File: config.mk
export PLATFORM = sky130hd
export DESIGN_NAME = eeprom_write_core
export DESIGN_NICKNAME = d
export VERILOG_FILES = /design/src/shared/eeprom_pkg.sv /design/src/core/eeprom_write_core.sv /design/src/core/pin_sync.sv /design/src/core/sync_fifo.sv
export VERILOG_INCLUDE_DIRS = /design/src /design/src/shared
export SDC_FILE = /design/constraint.sdc
export NUM_CORES = 1
export LEC_CHECK = 0
export ABC_CLOCK_PERIOD_IN_PS = 3050
export BUFFER_PORTS_ARGS = -buffer_cell sky130_fd_sc_hd__buf_2
export CORE_ASPECT_RATIO = 0.9
export CORE_UTILIZATION = 60
export DETAILED_ROUTE_END_ITERATION = 7
export PLACE_DENSITY = 0.8
export SLEW_MARGIN = 40
export SYNTH_ARGS = -nofsm -noshare
export SYNTH_HDL_FRONTEND = slang
export SYNTH_SLANG_ARGS = --single-unit
export TNS_END_PERCENT = 10
File: constraint.sdc
create_clock -name clk_sys -period 3.05 [get_ports clk_sys]
set_clock_uncertainty 0.05 [all_clocks]
set_input_delay 0.4575 -clock clk_sys [delete_from_list [all_inputs] [get_ports clk_sys]]
set_output_delay 0.4575 -clock clk_sys [all_outputs]
set_load 0.03 [all_outputs]
File: src/shared/eeprom_consts.svh
// timing counts, frame layout and opcode values for the serial eeprom write path
`ifndef EEPROM_CONSTS_SVH
`define EEPROM_CONSTS_SVH
`define ADDR_BITS        6
`define DATA_BITS        16
`define WORDS            64
`define FRAME_BITS       25
`define CMD_BITS         9
`define OP_PROG          2'h0
`define OP_WRITE         2'h1
`define SUB_DISABLE      2'h0
`define SUB_WRITE_ALL    2'h1
`define SUB_ERASE_ALL    2'h2
`define SUB_ENABLE       2'h3
`define SELECT_LOW_NS    250
`define CLK_PERIOD_NS    10
`define SELECT_LOW_CYC   ((`SELECT_LOW_NS + `CLK_PERIOD_NS - 1) / `CLK_PERIOD_NS)
`define ERASE_CYC        64
`define PROG_CYC         64
`define ERASED_WORD      16'hffff
`endif

File: src/shared/eeprom_pkg.sv
// types shared by the serial eeprom write path
package eeprom_pkg;
  typedef struct packed {
    logic        all;
    logic [5:0]  addr;
    logic [15:0] data;
  } wr_req_s;
  typedef enum logic [3:0] {
    IDLE  = 4'h1,
    ERASE = 4'h2,
    PROG  = 4'h4,
    DONE  = 4'h8
  } prog_state_e;
endpackage : eeprom_pkg
File: src/core/eeprom_write_core.sv
// serial eeprom word write and write-all path with ready/busy report
//
// Notes on behaviour
// after write command and address, sixteen data bits are stored at that address
// last data bit of a word write starts self-timed erase then program
// select low 250 ns then high shows ready/busy until the cycle ends
// while programming runs, the status output is driven low
// when a word write finishes, the status output goes high
// write-all programs every location with the one supplied word
// write-all cycle starts on the edge shifting in the last data bit
// write-all completes without any further serial clock edges
// write-all erases the whole array itself before programming
// write-all is done only while programming is enabled
// during write-all, status shows after select low 250 ns then high
// a command starts at the first rising clock with select and data high
// power-up leaves programming disabled; writes before enable are refused
// the serial output floats on the falling edge of select
// bits are sampled on rising edges of the serial clock
// frame is start, two opcode bits, six address bits, sixteen data bits
// a frame cut short by select falling starts no programming
`include "eeprom_consts.svh"
`timescale 1ns/1ps
`default_nettype none
module eeprom_write_core #(
  parameter int ERASE_CYCLES = `ERASE_CYC,
  parameter int PROG_CYCLES  = `PROG_CYC,
  parameter int FIFO_DEPTH   = 4
) (
  input  wire logic clk_sys,
  input  wire logic rst_n,
  input  wire logic chipSelect,
  input  wire logic serialClk,
  input  wire logic serial_in,
  output logic      serialOut,
  output logic      serialOutEn_n,
  output logic      busy
);
  import eeprom_pkg::*;

  // ==========================================================
  // pin synchronisers
  // all three pins pass two flops before any logic reads them
  wire [2:0] pinsSync;
  wire       csS;
  wire       sclkS;
  wire       sdiS;

  pin_sync #(.WIDTH(3)) uPins (
    .clk_sys (clk_sys),
    .rst_n   (rst_n),
    .pinIn   ({chipSelect, serialClk, serial_in}),
    .pinOut  (pinsSync)
  );
  assign {csS, sclkS, sdiS} = pinsSync;

  // edge detection on synchronised pins
  // delay flops reset to the idle-low pin level, so no false edge follows reset
  logic csDly;
  logic sclkDly;
  wire  sclkRise;
  wire  csRise;
  wire  csFall;
  always_ff @(posedge clk_sys or negedge rst_n)
  begin
    if (!rst_n)
    begin
      csDly   <= 1'b0;
      sclkDly <= 1'b0;
    end
    else
    begin
      csDly   <= csS;
      sclkDly <= sclkS;
    end
  end
  assign sclkRise = sclkS && !sclkDly && csS;
  assign csRise   = csS && !csDly;
  assign csFall   = !csS && csDly;

  // ==========================================================
  // frame shifter
  logic        started;
  logic [4:0]  bitCount;
  logic [23:0] shiftReg;
  wire  [23:0] next_shift;
  wire  [4:0]  next_count;
  wire         startBit;
  wire         frameBit;
  assign startBit   = sclkRise && !started && sdiS;
  assign frameBit   = sclkRise && started && (bitCount != 5'(`FRAME_BITS));
  assign next_shift = {shiftReg[22:0], sdiS}; // msb first
  assign next_count = bitCount + 5'h1;

  // command decode on completed field boundaries
  wire [1:0] opField   = next_shift[7:6];
  wire [1:0] subField  = next_shift[5:4];
  wire       cmdDone   = frameBit && (next_count == 5'(`CMD_BITS));
  wire       dataDone  = frameBit && (next_count == 5'(`FRAME_BITS));
  wire       isEnable  = cmdDone && opField == `OP_PROG && subField == `SUB_ENABLE;
  wire       isDisable = cmdDone && opField == `OP_PROG && subField == `SUB_DISABLE;
  // the last data bit is still entering when the frame completes, so the
  // frame fields are taken from the shifted value, not the stored one
  wire [1:0] frOp      = next_shift[23:22];
  wire [1:0] frSub     = next_shift[21:20];
  wire       isWrite   = frOp == `OP_WRITE;
  wire       isAll     = frOp == `OP_PROG && frSub == `SUB_WRITE_ALL;

  // start detection, bit count and shifting; select low aborts the frame
  // the shift register is not cleared between frames; fields are read whole at the last bit
  always_ff @(posedge clk_sys or negedge rst_n)
  begin
    if (!rst_n)
    begin
      started  <= 1'b0;
      bitCount <= 5'h0;
      shiftReg <= 24'h0;
    end
    else if (!csS)
    begin
      started  <= 1'b0;
      bitCount <= 5'h0;
    end
    else if (startBit)
    begin
      started  <= 1'b1;
      bitCount <= 5'h1;
    end
    else if (frameBit)
    begin
      shiftReg <= next_shift;
      bitCount <= next_count;
    end
  end

  // ==========================================================
  // programming enable latch, disabled out of reset
  // a cut enable or disable frame never reaches its ninth bit and changes nothing
  logic progEnable;
  always_ff @(posedge clk_sys or negedge rst_n)
  begin
    if (!rst_n)
      progEnable <= 1'b0;
    else if (isEnable)
      progEnable <= 1'b1;
    else if (isDisable)
      progEnable <= 1'b0;
  end

  // ==========================================================
  // request fifo between the shifter and the programmer
  // a frame that completes while the queue is full is dropped; poll before sending more
  wr_req_s reqIn;
  wr_req_s reqOut;
  wire     reqValid;
  wire     reqReady;
  wire     reqInReady;
  wire     reqPush;
  assign reqIn.all  = isAll;
  assign reqIn.addr = next_shift[21:16];
  assign reqIn.data = next_shift[15:0];
  // only complete, enabled frames reach the programmer
  assign reqPush = dataDone && progEnable && (isWrite || isAll);

  sync_fifo #(.WIDTH($bits(wr_req_s)), .DEPTH(FIFO_DEPTH)) uReqFifo (
    .clk_sys  (clk_sys),
    .rst_n    (rst_n),
    .inData   (reqIn),
    .inValid  (reqPush),
    .inReady  (reqInReady),
    .outData  (reqOut),
    .outValid (reqValid),
    .outReady (reqReady)
  );

  // ==========================================================
  // self-timed programmer: one job at a time, erase then program
  // a write-all sweeps the erase over every word before programming any of them
  // the serial clock may stop once a job is queued; nothing here waits on it
  logic [15:0] mem [`WORDS];
  prog_state_e state;
  prog_state_e next_state;
  logic [15:0] timer;
  wr_req_s     cur;
  logic [5:0]  sweep;
  wire         timerDone = (timer == 16'h0);
  wire         sweepLast = !cur.all || (sweep == 6'(`WORDS - 1));
  wire         pendBusy  = reqPush || reqValid || !reqInReady;
  assign reqReady = (state == IDLE);

  // next state; no serial clock needed once running
  always_comb
  begin
    next_state = state;
    case (state)
      IDLE:  if (reqValid) next_state = ERASE;
      ERASE: if (timerDone && sweepLast) next_state = PROG;
      PROG:  if (timerDone && sweepLast) next_state = DONE;
      DONE:  next_state = IDLE;
      default: next_state = IDLE;
    endcase
  end

  // state, timer and sweep index
  always_ff @(posedge clk_sys or negedge rst_n)
  begin
    if (!rst_n)
    begin
      state <= IDLE;
      timer <= 16'h0;
      sweep <= 6'h0;
      cur   <= '0;
    end
    else
    begin
      state <= next_state;
      if (state == IDLE && reqValid)
      begin
        cur   <= reqOut;
        sweep <= 6'h0;
        timer <= 16'(ERASE_CYCLES - 1);
      end
      else if (state == ERASE || state == PROG)
      begin
        if (!timerDone)
          timer <= timer - 16'h1;
        else if (!sweepLast)
        begin
          sweep <= sweep + 6'h1;
          timer <= 16'(((state == ERASE) ? ERASE_CYCLES : PROG_CYCLES) - 1);
        end
        else
        begin
          sweep <= 6'h0;
          timer <= 16'(PROG_CYCLES - 1);
        end
      end
    end
  end

  // array update: erase to ones, then program the word
  // the array has no reset; a word is unknown until it is first written
  wire [5:0] memIdx    = cur.all ? sweep : cur.addr;
  wire       eraseStep = (state == ERASE) && timerDone;
  wire       progStep  = (state == PROG) && timerDone;
  always_ff @(posedge clk_sys)
  begin
    if (eraseStep)
      mem[memIdx] <= `ERASED_WORD;
    else if (progStep)
      mem[memIdx] <= cur.data;
  end

  // ==========================================================
  // ready/busy reporting on the serial output
  // status opens only if work is pending as select rises; once done it shows ready
  logic [4:0] lowCount;
  logic       lowMet;
  logic       showStatus;
  wire        progBusy  = (state != IDLE) || pendBusy;
  wire        lowFull   = (lowCount == 5'(`SELECT_LOW_CYC));
  wire        pollStart = csRise && lowMet && progBusy;

  // select-low timer; saturates so a long idle low cannot wrap
  always_ff @(posedge clk_sys or negedge rst_n)
  begin
    if (!rst_n)
    begin
      lowCount <= 5'h0;
      lowMet   <= 1'b0;
    end
    else
    begin
      if (csS)
        lowCount <= 5'h0;
      else if (!lowFull)
        lowCount <= lowCount + 5'h1;
      lowMet <= !csS && lowFull;
    end
  end

  // status window: opened by a poll, closed by select falling or a new command
  always_ff @(posedge clk_sys or negedge rst_n)
  begin
    if (!rst_n)
      showStatus <= 1'b0;
    else if (csFall)
      showStatus <= 1'b0;
    else if (pollStart)
      showStatus <= 1'b1;
    else if (startBit)
      showStatus <= 1'b0;
  end

  // registered pin outputs; the enable is active low
  always_ff @(posedge clk_sys or negedge rst_n)
  begin
    if (!rst_n)
    begin
      serialOut     <= 1'b0;
      serialOutEn_n <= 1'b1;
      busy          <= 1'b0;
    end
    else
    begin
      busy          <= progBusy;
      serialOut     <= !progBusy;
      serialOutEn_n <= !(showStatus && csS);
    end
  end
endmodule : eeprom_write_core
`default_nettype wire

File: src/core/pin_sync.sv
// two flip-flop synchroniser for pins from outside the clock domain
`timescale 1ns/1ps
`default_nettype none
module pin_sync #(
  parameter int WIDTH = 3
) (
  input  wire logic             clk_sys,
  input  wire logic             rst_n,
  input  wire logic [WIDTH-1:0] pinIn,
  output logic [WIDTH-1:0]      pinOut
);
  logic [WIDTH-1:0] stage1;

  // first stage feeds only the second
  always_ff @(posedge clk_sys or negedge rst_n)
  begin
    if (!rst_n)
    begin
      stage1 <= '0;
      pinOut <= '0;
    end
    else
    begin
      stage1 <= pinIn;
      pinOut <= stage1;
    end
  end
endmodule : pin_sync
`default_nettype wire

File: src/core/sync_fifo.sv
// small synchronous fifo with valid and ready on both sides
`timescale 1ns/1ps
`default_nettype none
module sync_fifo #(
  parameter int WIDTH = 23,
  parameter int DEPTH = 4
) (
  input  wire logic             clk_sys,
  input  wire logic             rst_n,
  input  wire logic [WIDTH-1:0] inData,
  input  wire logic             inValid,
  output logic                  inReady,
  output logic [WIDTH-1:0]      outData,
  output logic                  outValid,
  input  wire logic             outReady
);
  localparam int AW = $clog2(DEPTH);
  logic [WIDTH-1:0] mem [DEPTH];
  logic [AW-1:0]    wrPtr;
  logic [AW-1:0]    rdPtr;
  logic [AW:0]      count;
  wire              doPush;
  wire              doPop;

  // handshakes and flags
  assign doPush   = inValid && inReady;
  assign doPop    = outValid && outReady;
  assign inReady  = (count != DEPTH[AW:0]);
  assign outValid = (count != '0);
  assign outData  = mem[rdPtr];

  // storage array
  always_ff @(posedge clk_sys)
  begin
    if (doPush)
      mem[wrPtr] <= inData;
  end

  // pointers and fill count
  always_ff @(posedge clk_sys or negedge rst_n)
  begin
    if (!rst_n)
    begin
      wrPtr <= '0;
      rdPtr <= '0;
      count <= '0;
    end
    else
    begin
      if (doPush)
        wrPtr <= (wrPtr == AW'(DEPTH - 1)) ? '0 : wrPtr + 1'b1;
      if (doPop)
        rdPtr <= (rdPtr == AW'(DEPTH - 1)) ? '0 : rdPtr + 1'b1;
      count <= count + {{AW{1'b0}}, doPush} - {{AW{1'b0}}, doPop};
    end
  end
endmodule : sync_fifo
`default_nettype wire

# After elaboration in Yosys (flattened, before gate mapping)
# Memories as Yosys holds them, arrays and structs flattened. A register that Yosys moved wholly into a read port is not among the register bits.
# Index checks and enable logic that the tools add are counted.
op_classes:
  eq_ne: 21
  muxes: 27
  add_sub_neg: 8
  n_reduce_logical: 50
  bitwise: 1
ops:
  columns: ["op", "n"]
  rows:
  - ["2-to-1 mux 16 bit", 3]
  - ["2-to-1 mux 5 bit", 5]
  - ["2-to-1 mux 6 bit", 4]
  - ["logical AND 1 bit", 23]
  - ["logical NOT 16 bit", 1]
  - ["subtractor 16 x 1 -> 16 bit, second input constant", 1]
  - ["2-to-1 mux 4 bit", 3]
  - ["one-hot mux 4 bit (3 select lines)", 1]
  - ["adder 5 x 1 -> 5 bit, second input constant", 2]
  - ["equality test 5 bit, second input constant", 2]
  - ["logical NOT 1 bit", 9]
  - ["2-to-1 mux 1 bit", 9]
  - ["inequality test 2 bit, second input constant", 4]
  - ["adder 6 x 1 -> 6 bit, second input constant", 1]
  - ["equality test 2 bit, second input constant", 3]
  - ["equality test 6 bit, second input constant", 1]
  - ["logical NOT 2 bit", 3]
  - ["logical OR 1 bit", 6]
  - ["inequality test 3 bit, second input constant", 2]
  - ["AND reduction 3 bit", 2]
  - ["nonzero test 2 bit", 3]
  - ["nonzero test 3 bit", 2]
  - ["equality test 5 x 4 -> 1 bit, second input constant", 1]
  - ["inequality test 5 bit, second input constant", 1]
  - ["12 further kinds", 15]
totals:
  output_inout_bits: 3
  in_bits: 5
  n_memories: 1
  ram_bits: 92
  ff_bits: 81
  word_cells: 128
memory_table:
  columns: ["memory", "words", "width", "rd", "rd_clocked_by_memory_dff", "wr", "line", "text"]
  rows:
  - ["uReqFifo.mem", 4, 23, 1, 1, 1, "sync_fifo.sv:18", "logic [WIDTH-1:0] mem [DEPTH];"]

# Depth between registers and ports, before layout
depth:
  ltp_word: 14
  ltp_mapped: 10
  depth_no_buf: 9

# Modules after synthesis
# From an unflattened synthesis, not the netlist that was laid out.
unflattened:
  cells_unflattened: 513
  hier_area_um2: 7228.2
modules_own_cells:
  columns: ["mod", "seq_area_each_um2", "area_per_inst_um2", "cells_each", "n_inst"]
  rows:
  - ["sync_fifo", 2937.8, 3797.4, 164, 1]
  - ["eeprom_write_core", 1729.2, 3280.6, 343, 1]
  - ["pin_sync", 150.1, 150.1, 6, 1]

# Least setup slack after synthesis
# No wires, ideal clock.
synth_timing:
  path_kind: "flip-flop to flip-flop"
  startpoint: "reg uReqFifo.count[0]"
  endpoint: "reg uReqFifo.count[2]"
  arrival_ps: 2362
  synth_period_minus_slack_ps: 2492
  setup_slack_ps: 558
  stages_incl_launch_ff: 11
  required_ps: 2920
  setup_time_ps: 80
  path_buffers: 1
  path_cell_list: "dfrtp_1 or3_1 nand2_1 inv_1 buf_2 ha_1 inv_1 ha_1 fa_1 xnor2_1 xnor2_1"
synth_via:
  elab_cells_between_ends: 6
  classes_between: "2 x add/sub; 1 x eq/ne; 3 x reduce/logical"
synth_rtl:
  columns: ["element", "line", "text"]
  rows:
  - ["start: declaration", "sync_fifo.sv:21", "logic [AW:0] count;"]
  - ["start signal: assignment", "sync_fifo.sv:54", "count <= count + {{AW{1'b0}}, doPush} - {{AW{1'b0}}, doPop};"]
  - ["nonzero test 3 bit", "sync_fifo.sv:29", "assign outValid = (count != '0);"]
  - ["logical AND 1 bit", "sync_fifo.sv:27", "assign doPop = outValid && outReady;"]
  - ["via uReqFifo.doPop", "sync_fifo.sv:23", "wire doPop;"]
  - ["subtractor 3 x 1 -> 3 bit", "sync_fifo.sv:54", null]
# The timed path passes the listed nets, and every way through them passes these cells.
# A chain may end at the register's enable or synchronous reset.

# Worst setup path after layout
layout_timing:
  startpoint: "reg uReqFifo.count[0]"
  endpoint: "reg uReqFifo.count[2]"
layout_via:
  elab_chain_cells: 4
  elab_cells_between_ends: 6
  classes_between: "2 x add/sub; 1 x eq/ne; 3 x reduce/logical"
layout_rtl:
  columns: ["element", "line", "text"]
  rows:
  - ["inequality test 3 bit", "sync_fifo.sv:28", "assign inReady = (count != DEPTH[AW:0]);"]
  - ["logical AND 1 bit", "sync_fifo.sv:26", "assign doPush = inValid && inReady;"]
  - ["adder 3 x 1 -> 3 bit", "sync_fifo.sv:54", null]
  - ["subtractor 3 x 1 -> 3 bit (*)", "sync_fifo.sv:54", null]
# Mark *: on every way between the ends. The rest lies on a longest branch, timed or not.

==> run summary <==
Gate Count Post-Synth - 407
Setup repair after global routing missed its margin - no
Routability cong. - 0.781
Sequential element share of the synthesized area - 53.1%
Startpoint types - flip-flop
Data arrival time of the worst path - 2.93 ns
FF-to-FF Start - uReqFifo.count[0]
Reg2Reg Setup Slack - 0.35 ns
I/O Buffers - 7
Seq cells post-synth - 86
Largest cells by area after synthesis - dfrtp_1 49%, nand2_1 8.3%, ha_1 4.6%
Vias per cell - 5.63
DRC Markers - 0
Rows - 28
Synth Flop Type - dfrtp_1
Synth top cells by count - 90 x nand2_1, 80 x dfrtp_1, 27 x nor2_1
Routed WL per cell - 13.8 um
Setup Crit Path Kind - reg -> reg
Grt ovf - 0
Resized cells post-CTS - 0
Slew Viols, Final - 0
Clock transition at path regs - 0.08 ns
Number of placed cells counting well taps - 498
Synthesized Nets - 428
Post-place setup slack - 0.362 ns
Leak Pwr - 2.16 nW
CTS H-tree depth - 3
Clock root buffer - clkbuf_8
NumNets Final - 440
Minimum clock period - 2.70 ns
Reg-to-reg endpoint - uReqFifo.count[2]
Die ar. - 7150 um2
First-pass GRT wire length - 12700 um
# Post-CTS Setup Buffers - 0
HP Class - in -> async
PD cells - 456 nW/um2
Reg2reg path depth - 9
Setup_tns - 0 ns
Antenna fix cells - 0
Die H - 80.3 um
Final setup violation count - 0
Die Wd - 89.0 um
Hpwl dp - 4870 um
Initial antenna violation count - 0
Total wire length - 7070 um
Pre-antenna DRT Iters - 4
Crit end category - flip-flop
Worst Setup SP - uReqFifo.count[0]
Max rail drop VDD - 350 uV
Most frequent cell after synthesis - nand2_1
Clk sinks - 86
Vias in the first global route - 2937
Core Area - 6590 um2
Post-synth EDFFs - 4
Clk_lat worst skew - 0.35 ns
Hold buffers post-CTS - 0
FMAX - 0.370 GHz
Ys async rst share - 95.3%
Synth warn - 0
Synth unique cells - 62
CTS tree - built
GRT Util Overall - 23.7%
Worst setup margin - 0.348 ns
IO Pins - 8
Largest net degree at the start of global routing - 83
Worst Tran Pin Value - 0.701 ns
Maxcap violations - 0
Slew headroom - 53.3%
Total CTS buffers - 9
Tcrit/Tclk final - 88.6%
Mapped Area - 4090 um2
Worst-path maximum fanout - 11
Finished Layout Cells - 514
Share of layout cells above drive strength 1 - 10.1%
Post-DRT Antenna Nets - 0
Worst Path Required - 3.28 ns
Vias post-DR - 2893
Synthesized area per cell - 10.1 um2
Iter 0 DRT Violations - 103
Post-synth top area share - 48.9%
Starting Density - 62.1%
Status - finished, final reports clean
Fin. Hold Viols - 0
Clock tree buffer depth - 2
Syn-to-layout area delta - 8.47%
Area leader, netlist - dfrtp_1
cell families after synthesis:
| logic type | after synthesis | share of synthesized area, % |
|---|---|---|
| buffers and inverters | 29 | 2.72 |
| adders and majority gates | 16 | 5.08 |
| AOI/OAI and AO/OA | 67 | 12.1 |
| DFF | 86 | 53.1 |
| muxes | 5 | 1.59 |
| xor gates and xnor gates | 12 | 2.57 |
| and+or+nand+nor | 192 | 22.8 |
layout by cell type, fill, tap and decap left out, types with 5 or more instances in the layout:
cell type  count
nand2_1       90
dfrtp_1       80
nor2_1        27
o21ai_0       24
inv_1         18
nor3_1        16
ha_1          15
nand3_1       13
a21oi_1        9
clkbuf_8       9
xnor2_1        7
buf_2          6
nor2b_1        5
xor2_1         5
or3_1          5
and2_1         5
and3_1         5
a32o_1         5
flip-flops by register name, indices dropped and copies added, names as in the netlist:
register	flops
lowCount	5
shiftReg	23
progEnable	1
uReqFifo.mem	4
serialOut	1
uPins.pinOut	3
uReqFifo.rdPtr	2
busy	1
serialOutEn_n	1
started	1
state	4
sweep	6
lowMet	1
uPins.stage1	3
uReqFifo.count	3
timer	16
bitCount	5
sclkDly	1
cur	1
csDly	1
uReqFifo.wrPtr	2
showStatus	1
worst max-delay path, stage by stage (launching register included):
cell and delay (ns):
dfrtp_1 0.42, or3_1 0.40, nand2_1 0.21, inv_1 0.26
ha_1 0.36, inv_1 0.04, ha_1 0.18, fa_1 0.38
xnor2_1 0.20, xnor2_1 0.14
through the flow:
stage | area, um2 | util [%] | hold slack [ns] | total power, W
after CTS | 4440 | 67.4 | 0.108 | 0.00204
after global placement | 4230 | 64.2 | 0.282 | 0.00124
after global routing | 4440 | 67.4 | 0.134 | 0.00209
final | 4440 | 67.4 | 0.0731 | 0.00202
after floorplan | 4090 | - | 0.112 | 0.00121
after detailed placement | 4240 | 64.3 | 0.291 | 0.00124
worst max-delay path by stage:
stage / end / slack (ns)
floorplan: uReqFifo.count[2] / 0.56
global placement: uReqFifo.count[2] / 0.48
detailed placement: uReqFifo.count[2] / 0.36
CTS: uReqFifo.count[2] / 0.35
global route: uReqFifo.count[2] / 0.14
finish: uReqFifo.count[2] / 0.35
power breakdown:
part           internal (W)  switching [W]
Clock              0.000428       0.000375
Combinational     0.0000134      0.0000345
Sequential          0.00116      0.0000107
Total               0.00160       0.000420
area by class of cell:
| type | instances | area [um2] |
|---|---|---|
| Multi-Input combinational cell | 292 | 1810 |
| Timing Repair Buffer | 11 | 71.3 |
| Fill cell | 514 | 2150 |
| Clock inverter | 3 | 42.5 |
| Tap cell | 90 | 113 |
| Inverter | 19 | 71.3 |
| Clock buffer | 13 | 160 |
| Sequential cell | 86 | 2170 |
per-layer routing:
metal	GRT usage [%]	routed length, um
met5	0	0
met1	28.8	3250
met3	7.30	254
met2	39.1	3460
met4	9.84	107
Note: power is estimated with default switching activity, not from simulation.
